`src/hw/iop_pkg.sv`:
```
// Constants and types shared by the configurable I/O port block.
// Assumes a 100 MHz core clock and a 32-bit AXI4-Lite register bus.
package iop_pkg;

   // Register indices; the byte address is four times the index.
   localparam logic [7:0] IDX_P1_LATCH   = 8'h90;
   localparam logic [7:0] IDX_P2_LATCH   = 8'hA0;
   localparam logic [7:0] IDX_P3_LATCH   = 8'hB0;
   localparam logic [7:0] IDX_P4_MODE_LO = 8'hBE;
   localparam logic [7:0] IDX_P4_MODE_HI = 8'hBF;
   localparam logic [7:0] IDX_P4_LATCH   = 8'hC0;
   localparam logic [7:0] IDX_P1_MODE_LO = 8'hC2;
   localparam logic [7:0] IDX_P1_MODE_HI = 8'hC3;
   localparam logic [7:0] IDX_P2_MODE_LO = 8'hC4;
   localparam logic [7:0] IDX_P2_MODE_HI = 8'hC5;
   localparam logic [7:0] IDX_P3_MODE_LO = 8'hC6;
   localparam logic [7:0] IDX_P3_MODE_HI = 8'hC7;
   localparam logic [7:0] IDX_CTRL       = 8'hD0;
   localparam logic [7:0] IDX_GPI_EN     = 8'hD1;

   // Address bit that selects the latch readback alias of a latch.
   localparam int ALIAS_BIT = 10;
   localparam int ADDR_W    = 12;

   // Control register fields.
   localparam int CTRL_CMP_A = 0;
   localparam int CTRL_CMP_B = 1;
   localparam int CTRL_PDOWN = 2;

   // Pin masks over the flat 32-pin vector, port 1 in bits 7:0.
   localparam logic [31:0] WAKE_PIN_MASK   = 32'h034C_0000;
   localparam logic [31:0] ANALOG_PIN_MASK = 32'h0000_F000;

   // Reset values.
   localparam logic [31:0] LATCH_RST       = 32'hFFFF_FFFF;
   localparam logic [31:0] MODE_LO_RST_TRI = 32'hFFFF_FFFF;
   localparam logic [31:0] MODE_LO_RST_QB  = ANALOG_PIN_MASK;
   localparam logic [31:0] MODE_HI_RST     = 32'h0000_0000;
   localparam logic [7:0]  CTRL_RST        = 8'h00;
   localparam logic [7:0]  GPI_EN_RST      = 8'h00;

   // Strong pull-up pulse after a latch rise in quasi mode.
   localparam int STRONG_NS = 20;
   localparam int CLK_NS    = 10;
   localparam logic [1:0] STRONG_CYCLES =
      2'((STRONG_NS + CLK_NS - 1) / CLK_NS);

   localparam logic [1:0] RESP_OKAY   = 2'b00;
   localparam logic [1:0] RESP_SLVERR = 2'b10;

   typedef enum logic [1:0] {
      MODE_QUASI,
      MODE_PUSH_PULL,
      MODE_INPUT_ONLY,
      MODE_OPEN_DRAIN
   } iop_mode_e;

   typedef enum logic [2:0] {
      KIND_NONE,
      KIND_LATCH,
      KIND_MODE_LO,
      KIND_MODE_HI,
      KIND_CTRL,
      KIND_GPI
   } iop_kind_e;

   // Per-pin pad controls, one bit per pin in each field.
   typedef struct packed {
      logic [31:0] strong_pu;
      logic [31:0] weak_pu;
      logic [31:0] very_weak_pu;
      logic [31:0] pull_down;
      logic [31:0] input_en;
   } iop_pad_s;

endpackage

```
`src/hw/iop_port.sv`:
```
// Four 8-bit configurable I/O ports with an AXI4-Lite register slave.
// Assumes pad cells driven by pad_ctrl and pins sensed on pin_level.
`timescale 1ns/1ps
`default_nettype none

module iop_port (
   input  wire  logic                       clk,           // core clock
   input  wire  logic                       rst,           // sync reset
   input  wire  logic                       tristate_fuse, // fuse strap
   input  wire  logic [31:0]                pin_level,     // pad levels
   input  wire  logic [31:0]                alt_out,       // periph outs
   output var   iop_pkg::iop_pad_s          pad_ctrl,      // pad drives
   output logic [31:0]                      alt_in,        // periph ins
   input  wire  logic [iop_pkg::ADDR_W-1:0] s_axi_awaddr,  // write addr
   input  wire  logic                       s_axi_awvalid, // aw valid
   output logic                             s_axi_awready, // aw ready
   input  wire  logic [31:0]                s_axi_wdata,   // write data
   input  wire  logic [3:0]                 s_axi_wstrb,   // byte lanes
   input  wire  logic                       s_axi_wvalid,  // w valid
   output logic                             s_axi_wready,  // w ready
   output logic [1:0]                       s_axi_bresp,   // write resp
   output logic                             s_axi_bvalid,  // b valid
   input  wire  logic                       s_axi_bready,  // b ready
   input  wire  logic [iop_pkg::ADDR_W-1:0] s_axi_araddr,  // read addr
   input  wire  logic                       s_axi_arvalid, // ar valid
   output logic                             s_axi_arready, // ar ready
   output logic [31:0]                      s_axi_rdata,   // read data
   output logic [1:0]                       s_axi_rresp,   // read resp
   output logic                             s_axi_rvalid,  // r valid
   input  wire  logic                       s_axi_rready   // r ready
);

   // ********************************************************
   // Functions
   // ********************************************************

   // Decodes a byte address into a register kind; reg_port gives the port number.
   function automatic iop_pkg::iop_kind_e reg_kind(
      input logic [iop_pkg::ADDR_W-1:0] a);
      logic [7:0] idx;
      idx = a[9:2];
      case (idx)
         iop_pkg::IDX_P1_LATCH, iop_pkg::IDX_P2_LATCH,
         iop_pkg::IDX_P3_LATCH, iop_pkg::IDX_P4_LATCH:
            reg_kind = iop_pkg::KIND_LATCH;
         iop_pkg::IDX_P1_MODE_LO, iop_pkg::IDX_P2_MODE_LO,
         iop_pkg::IDX_P3_MODE_LO, iop_pkg::IDX_P4_MODE_LO:
            reg_kind = iop_pkg::KIND_MODE_LO;
         iop_pkg::IDX_P1_MODE_HI, iop_pkg::IDX_P2_MODE_HI,
         iop_pkg::IDX_P3_MODE_HI, iop_pkg::IDX_P4_MODE_HI:
            reg_kind = iop_pkg::KIND_MODE_HI;
         iop_pkg::IDX_CTRL:   reg_kind = iop_pkg::KIND_CTRL;
         iop_pkg::IDX_GPI_EN: reg_kind = iop_pkg::KIND_GPI;
         default:             reg_kind = iop_pkg::KIND_NONE;
      endcase
      if (a[1:0] != 2'b00 || a[11] ||
          (a[iop_pkg::ALIAS_BIT] && reg_kind != iop_pkg::KIND_LATCH))
         reg_kind = iop_pkg::KIND_NONE;
   endfunction

   // Port number 0 to 3 of a port register address.
   function automatic logic [1:0] reg_port(
      input logic [iop_pkg::ADDR_W-1:0] a);
      logic [7:0] idx;
      idx = a[9:2];
      case (idx)
         iop_pkg::IDX_P2_LATCH, iop_pkg::IDX_P2_MODE_LO,
         iop_pkg::IDX_P2_MODE_HI: reg_port = 2'd1;
         iop_pkg::IDX_P3_LATCH, iop_pkg::IDX_P3_MODE_LO,
         iop_pkg::IDX_P3_MODE_HI: reg_port = 2'd2;
         iop_pkg::IDX_P4_LATCH, iop_pkg::IDX_P4_MODE_LO,
         iop_pkg::IDX_P4_MODE_HI: reg_port = 2'd3;
         default:                 reg_port = 2'd0;
      endcase
   endfunction

   function automatic iop_pkg::iop_mode_e pin_mode(input logic lo,
                                                    input logic hi);
      case ({lo, hi})
         2'b00:   pin_mode = iop_pkg::MODE_QUASI;
         2'b01:   pin_mode = iop_pkg::MODE_PUSH_PULL;
         2'b10:   pin_mode = iop_pkg::MODE_INPUT_ONLY;
         default: pin_mode = iop_pkg::MODE_OPEN_DRAIN;
      endcase
   endfunction

   // ********************************************************
   // Storage
   // ********************************************************

   logic [31:0] latch_q;
   logic [31:0] mode_lo_q;
   logic [31:0] mode_hi_q;
   logic [7:0]  ctrl_q;
   logic [7:0]  gpi_en_q;
   logic        fuse_s1_q;
   logic        fuse_s2_q;
   logic [31:0] pin_s1_q;
   logic [31:0] pin_s2_q;
   logic [31:0] drive_prev_q;
   logic [1:0]  strong_cnt_q [32];
   logic [31:0] sensed_q;

   logic        aw_have_q;
   logic        w_have_q;
   logic [iop_pkg::ADDR_W-1:0] aw_addr_q;
   logic [31:0] w_data_q;
   logic [3:0]  w_strb_q;

   logic [31:0]       drive;
   iop_pkg::iop_pad_s pad_d;
   logic [31:0]       alt_in_d;
   logic [31:0]       strong_rise;

   // ********************************************************
   // Synchronisers
   // ********************************************************

   always_ff @(posedge clk) begin
      fuse_s1_q <= tristate_fuse;
      fuse_s2_q <= fuse_s1_q;
   end

   always_ff @(posedge clk) begin
      if (rst) begin
         pin_s1_q <= 32'h0000_0000;
         pin_s2_q <= 32'h0000_0000;
      end else begin
         pin_s1_q <= pin_level;
         pin_s2_q <= pin_s1_q;
      end
   end

   // ********************************************************
   // AXI4-Lite write path
   // ********************************************************

   logic do_write;
   assign do_write = aw_have_q && w_have_q && !s_axi_bvalid;

   always_ff @(posedge clk) begin
      if (rst) begin
         aw_have_q     <= 1'b0;
         w_have_q      <= 1'b0;
         aw_addr_q     <= '0;
         w_data_q      <= 32'h0000_0000;
         w_strb_q      <= 4'h0;
         s_axi_awready <= 1'b0;
         s_axi_wready  <= 1'b0;
         s_axi_bvalid  <= 1'b0;
         s_axi_bresp   <= iop_pkg::RESP_OKAY;
      end else begin
         s_axi_awready <= !aw_have_q && !(s_axi_awvalid && s_axi_awready);
         s_axi_wready  <= !w_have_q && !(s_axi_wvalid && s_axi_wready);
         if (s_axi_awvalid && s_axi_awready) begin
            aw_have_q <= 1'b1;
            aw_addr_q <= s_axi_awaddr;
         end
         if (s_axi_wvalid && s_axi_wready) begin
            w_have_q <= 1'b1;
            w_data_q <= s_axi_wdata;
            w_strb_q <= s_axi_wstrb;
         end
         if (do_write) begin
            s_axi_bvalid <= 1'b1;
            s_axi_bresp  <= (reg_kind(aw_addr_q) == iop_pkg::KIND_NONE) ?
                            iop_pkg::RESP_SLVERR : iop_pkg::RESP_OKAY;
         end else if (s_axi_bvalid && s_axi_bready) begin
            s_axi_bvalid  <= 1'b0;
            aw_have_q     <= 1'b0;
            w_have_q      <= 1'b0;
            s_axi_awready <= 1'b1;
            s_axi_wready  <= 1'b1;
         end
      end
   end

   always_ff @(posedge clk) begin
      if (rst) begin
         latch_q   <= iop_pkg::LATCH_RST;
         mode_lo_q <= fuse_s2_q ? iop_pkg::MODE_LO_RST_TRI
                                : iop_pkg::MODE_LO_RST_QB;
         mode_hi_q <= iop_pkg::MODE_HI_RST;
         ctrl_q    <= iop_pkg::CTRL_RST;
         gpi_en_q  <= iop_pkg::GPI_EN_RST;
      end else if (do_write && w_strb_q[0]) begin
         case (reg_kind(aw_addr_q))
            iop_pkg::KIND_LATCH:
               latch_q[8*reg_port(aw_addr_q) +: 8] <= w_data_q[7:0];
            iop_pkg::KIND_MODE_LO:
               mode_lo_q[8*reg_port(aw_addr_q) +: 8] <= w_data_q[7:0];
            iop_pkg::KIND_MODE_HI:
               mode_hi_q[8*reg_port(aw_addr_q) +: 8] <= w_data_q[7:0];
            iop_pkg::KIND_CTRL: ctrl_q   <= w_data_q[7:0];
            iop_pkg::KIND_GPI:  gpi_en_q <= w_data_q[7:0];
            default: ;
         endcase
      end
   end

   // ********************************************************
   // AXI4-Lite read path
   // ********************************************************

   always_ff @(posedge clk) begin
      if (rst) begin
         s_axi_arready <= 1'b0;
         s_axi_rvalid  <= 1'b0;
         s_axi_rdata   <= 32'h0000_0000;
         s_axi_rresp   <= iop_pkg::RESP_OKAY;
      end else if (s_axi_arvalid && s_axi_arready) begin
         s_axi_arready <= 1'b0;
         s_axi_rvalid  <= 1'b1;
         s_axi_rresp   <= iop_pkg::RESP_OKAY;
         s_axi_rdata   <= 32'h0000_0000;
         case (reg_kind(s_axi_araddr))
            iop_pkg::KIND_LATCH:
               s_axi_rdata[7:0] <= s_axi_araddr[iop_pkg::ALIAS_BIT] ?
                  latch_q[8*reg_port(s_axi_araddr) +: 8] :
                  sensed_q[8*reg_port(s_axi_araddr) +: 8];
            iop_pkg::KIND_MODE_LO:
               s_axi_rdata[7:0] <= mode_lo_q[8*reg_port(s_axi_araddr) +: 8];
            iop_pkg::KIND_MODE_HI:
               s_axi_rdata[7:0] <= mode_hi_q[8*reg_port(s_axi_araddr) +: 8];
            iop_pkg::KIND_CTRL: s_axi_rdata[7:0] <= ctrl_q;
            iop_pkg::KIND_GPI:  s_axi_rdata[7:0] <= gpi_en_q;
            default: s_axi_rresp <= iop_pkg::RESP_SLVERR;
         endcase
      end else if (s_axi_rvalid) begin
         if (s_axi_rready) begin
            s_axi_rvalid  <= 1'b0;
            s_axi_arready <= 1'b1;
         end
      end else begin
         s_axi_arready <= 1'b1;
      end
   end

   // ********************************************************
   // Pad control
   // ********************************************************

   assign drive = latch_q & alt_out;

   always_comb begin
      logic               cmp_on;
      logic               pdown;
      logic               wake;
      iop_pkg::iop_mode_e m;
      cmp_on   = ctrl_q[iop_pkg::CTRL_CMP_A] || ctrl_q[iop_pkg::CTRL_CMP_B];
      pdown    = ctrl_q[iop_pkg::CTRL_PDOWN];
      wake     = 1'b0;
      m        = iop_pkg::MODE_QUASI;
      pad_d    = '0;
      alt_in_d = 32'h0000_0000;
      strong_rise = 32'h0000_0000;
      for (int i = 0; i < 32; i++) begin
         m = pin_mode(mode_lo_q[i], mode_hi_q[i]);
         wake = iop_pkg::WAKE_PIN_MASK[i] || (i < 8 && gpi_en_q[i % 8]);
         pad_d.input_en[i] = !(pdown && !wake) &&
            !(iop_pkg::ANALOG_PIN_MASK[i] && cmp_on &&
              m == iop_pkg::MODE_INPUT_ONLY);
         strong_rise[i] = drive[i] && !drive_prev_q[i];
         case (m)
            iop_pkg::MODE_QUASI: begin
               pad_d.very_weak_pu[i] = drive[i];
               pad_d.weak_pu[i] = drive[i] && pin_s2_q[i];
               pad_d.strong_pu[i] = drive[i] &&
                  (strong_rise[i] || strong_cnt_q[i] != 2'd0);
               pad_d.pull_down[i] = !drive[i];
            end
            iop_pkg::MODE_PUSH_PULL: begin
               pad_d.strong_pu[i] = drive[i];
               pad_d.pull_down[i] = !drive[i];
            end
            iop_pkg::MODE_OPEN_DRAIN: begin
               pad_d.pull_down[i] = !drive[i];
            end
            default: ;
         endcase
         alt_in_d[i] = pin_s2_q[i] && pad_d.input_en[i] &&
            (latch_q[i] || m == iop_pkg::MODE_INPUT_ONLY);
      end
   end

   always_ff @(posedge clk) begin
      if (rst) begin
         drive_prev_q <= iop_pkg::LATCH_RST;
         for (int i = 0; i < 32; i++) strong_cnt_q[i] <= 2'd0;
      end else begin
         drive_prev_q <= drive;
         for (int i = 0; i < 32; i++) begin
            if (strong_rise[i])
               strong_cnt_q[i] <= iop_pkg::STRONG_CYCLES - 2'd1;
            else if (strong_cnt_q[i] != 2'd0)
               strong_cnt_q[i] <= strong_cnt_q[i] - 2'd1;
         end
      end
   end

   always_ff @(posedge clk) begin
      if (rst) begin
         pad_ctrl <= '0;
         alt_in   <= 32'h0000_0000;
         sensed_q <= 32'h0000_0000;
      end else begin
         pad_ctrl <= pad_d;
         alt_in   <= alt_in_d;
         sensed_q <= pin_s2_q & pad_d.input_en;
      end
   end

   for (genvar g = 0; g < 32; g++) begin : g_chk
      logic quasi;
      assign quasi = pin_mode(mode_lo_q[g], mode_hi_q[g]) ==
                     iop_pkg::MODE_QUASI;

   end
endmodule

`default_nettype wire

```
`config.mk`:
```
export PLATFORM = sky130hd
export DESIGN_NAME = iop_port
export DESIGN_NICKNAME = d
export VERILOG_FILES = /design/src/hw/iop_pkg.sv /design/src/hw/iop_port.sv
export SDC_FILE = /design/constraint.sdc
export NUM_CORES = 1
export LEC_CHECK = 0
export BUFFER_PORTS_ARGS = -buffer_cell sky130_fd_sc_hd__buf_2
export CAP_MARGIN = 20
export CORE_UTILIZATION = 30
export CTS_BUF_LIST = sky130_fd_sc_hd__clkbuf_8
export CTS_CLUSTER_DIAMETER = 40
export DETAILED_ROUTE_END_ITERATION = 6
export RECOVER_POWER = 50
export SLEW_MARGIN = 10
export SYNTH_ARGS = -nofsm -noshare
export SYNTH_HDL_FRONTEND = slang
export SYNTH_SLANG_ARGS = --single-unit
```
`constraint.sdc`:
```
create_clock -name clk -period 8.55 [get_ports clk]
set_clock_uncertainty 0.05 [all_clocks]
set_input_delay 2.1375 -clock clk [delete_from_list [all_inputs] [get_ports clk]]
set_output_delay 2.1375 -clock clk [all_outputs]
set_load 0.005 [all_outputs]
```
==> impl_results.md <==
- HP Class: flop to flop
- Syn Std Cell Area: 0.0199 mm2
- Tmin final: 6.08 ns
- Met3 Use GR: 3.16%
- Post-Synthesis Cells: 2034
- CTS H-Tree Depth: 3
- Critical path data required time: 9.02 ns
- Crit path DAT: 6.55 ns
- Initial DRC count: 1044
- Placer Congestion: 0.843
- DRT Wirelength: 58500 um
- Worst-margin pin slew: 2.91 ns
- Commonest cells in the netlist: dfxtp_1 (422), nand2_1 (326), nor2_1 (204)
- Clk slew on worst S/H paths: 0.05 ns
- Violated checks: capacitance limit, slew limit
- Yosys warnings: 0
- Ports: 365
- Synth area leaders: dfxtp_1 (43%), edfxtp_1 (15%), nand2_1 (6.2%)
- Clock Sinks: 518
- Number of nets in the layout: 2509
- Die ar.: 0.0672 mm2
- Total negative slack: 0 ns
- Status: finished, violations left
- Avg Cell Area, Syn: 9.76 um2
- Most frequent cell after synthesis: dfxtp_1
- Synth top area share: 42.5%
- Grt peak-use layer: met2
- CTS tree: yes
- EDFF count, synth: 96
- Final setup fails: 0
- Seq/Total Area, Yosys: 57.1%
- Routing usage on met1: 23.0%
- Routed Antenna Nets: 0
- Hold Fails Final Rpt: 0
- Bufs on Longest Clock Path: 3
- Detailed placer's ending HPWL: 42100 um
- First-pass GRT wire length: 87700 um
- DR vias: 15.5k
- Die W: 259 um
- Pins Over Slew Limit: 173
- Largest net degree at the start of global routing: 93
- Post CTS Setup Buffer Count: 0
- Final setup margin: 2.47 ns
- Total congestion overflow: 0
- IO buf count: 311
- Critical path type: input port to flop
- DR WL/cell: 17.9 um
- Initial antenna violation count: 3
- Area after DPL: 0.0220 mm2
- Cts hold-fix bufs: 0
- P_leak: 10.5 nW
- Pre-Repair DR Iteration Count: 5
- CP startpoint kind: input port
- Yosys reg bits: 518
- Clk_lat worst skew: 0.70 ns
- PD cells: 246 mW/mm2
- Area leader, netlist: dfxtp_1
- Max capacitance violation total: 3
- Fin crit share: 71.1%
- Post-synth ARST share: 0%
- Final Power: 5.87 mW
- Initial Util: 30.6%
- Unrepaired setup endpoints after global routing: false
- Slew headroom: -94.3%
- Ratio of cells with drive above 1 in the final layout: 18.4%
- Critical-path maximum fanout: 92
- # resized after CTS: 0
- Met2 Usage GRT: 27.0%
- DRC violations left: 0
- Final instance area: 0.0238 mm2
- Fmax: 165 MHz
- Chip height: 259 um
- Gr usage total: 17.1%
- Netlist cell types: 69
- Area Growth Syn to Fin: 20.0%
- Via density: 4.73
- Std-Cell Core Area: 0.0649 mm2
- Root Buffer: clkbuf_8
- CP Capture Type: flop
- Place WS: 3.02 ns
- Row count: 93
- Synth Flop Type: dfxtp_1
- Vias in the first global route: 15.1k
- CTS buffer count: 93
- Maximum vdd drop: 0.120 mV
worst paths after layout:
check,start,endpoint,slack [ns],cells past startpoint
max,rst,s_axi_rdata[4]$_SDFFE_PP0P_,2.47,7
min,fuse_s1_q$_DFF_P_,fuse_s2_q$_DFF_P_,0.31,0
max reg2reg,aw_addr_q[3]$_SDFFE_PP0P_,mode_lo_q[18]$_DFFE_PP_,4.89,10
min reg2reg,fuse_s1_q$_DFF_P_,fuse_s2_q$_DFF_P_,0.31,0
cell type report:
| class | instances | area, um2 |
|---|---|---|
| clock inverters | 57 | 397 |
| repair buffers | 328 | 1620 |
| inverters | 85 | 320 |
| well taps | 855 | 1070 |
| diodes | 3 | 7.51 |
| fillers | 6555 | 41100 |
| flip-flops and latches | 518 | 11300 |
| multi-input cells | 1314 | 7570 |
| clock buffers | 110 | 1510 |
sequential cells by signal, summed over array words and instances (netlist names), 8 cells and up:
| register | cells |
|---|---|
| gpi_en_q | 8 |
| latch_q | 32 |
| s_axi_rdata | 8 |
| mode_lo_q | 32 |
| sensed_q | 32 |
| alt_in | 32 |
| pad_ctrl | 142 |
| pin_s1_q | 32 |
| w_data_q | 8 |
| strong_cnt_q | 64 |
| mode_hi_q | 32 |
| pin_s2_q | 32 |
| drive_prev_q | 32 |
| ctrl_q | 8 |
| aw_addr_q | 12 |
cell families after synthesis:
kind of cell	after synthesis	synth area share (%)
and+or+nand+nor	933	22.5
DFF	518	57.1
buffers and inverters	227	5.38
AOI/OAI and AO/OA	225	7.78
muxes	91	4.80
adders and majority gates	37	2.33
xor gates and xnor gates	2	0.0882
other	1	0.0189
power breakdown:
group	internal, mW	switching, mW	leakage, nW	total [mW]
logic	0.289	0.417	5.01	0.706
registers	2.74	0.0927	4.47	2.83
clock network	1.28	1.06	1.06	2.33
total	4.31	1.57	10.5	5.87
through the flow:
step                hold slack, ns  instances  utilization, %
global placement             0.336       3097            33.8
detailed placement           0.315       3098            33.8
global route                 0.330       3268            36.7
floorplan                    0.260       2059               -
CTS                          0.324       3265            36.8
finish                       0.313       3270            36.7
worst max-delay path, stage by stage:
cell and delay, ns:
buf_8 0.37, clkbuf_1 2.11, buf_4 1.05, nor3_1 0.14, nand2_1 0.34, a2bb2oi_1 0.21
o31ai_1 0.09
routing by layer:
layer / up-vias / wire (um)
met2: 548 / 26700
met3: 98 / 3980
met4: 0 / 1670
met5: - / 0
li1: 7483 / -
met1: 7337 / 26200
placed cells by master, fill, tap and decap left out, types with 37 or more instances in the layout:
cell type / n
clkbuf_8: 110
nand2_1: 326
nor2b_1: 105
nor4_1: 96
edfxtp_1: 96
and2_0: 43
nand3_1: 71
buf_2: 255
a21oi_1: 90
dfxtp_1: 422
inv_1: 106
ha_1: 37
nor2_1: 204
o21a_1: 52
mux2i_1: 75
clkbuf_1: 57
Note: power is estimated with default switching activity, not from simulation.
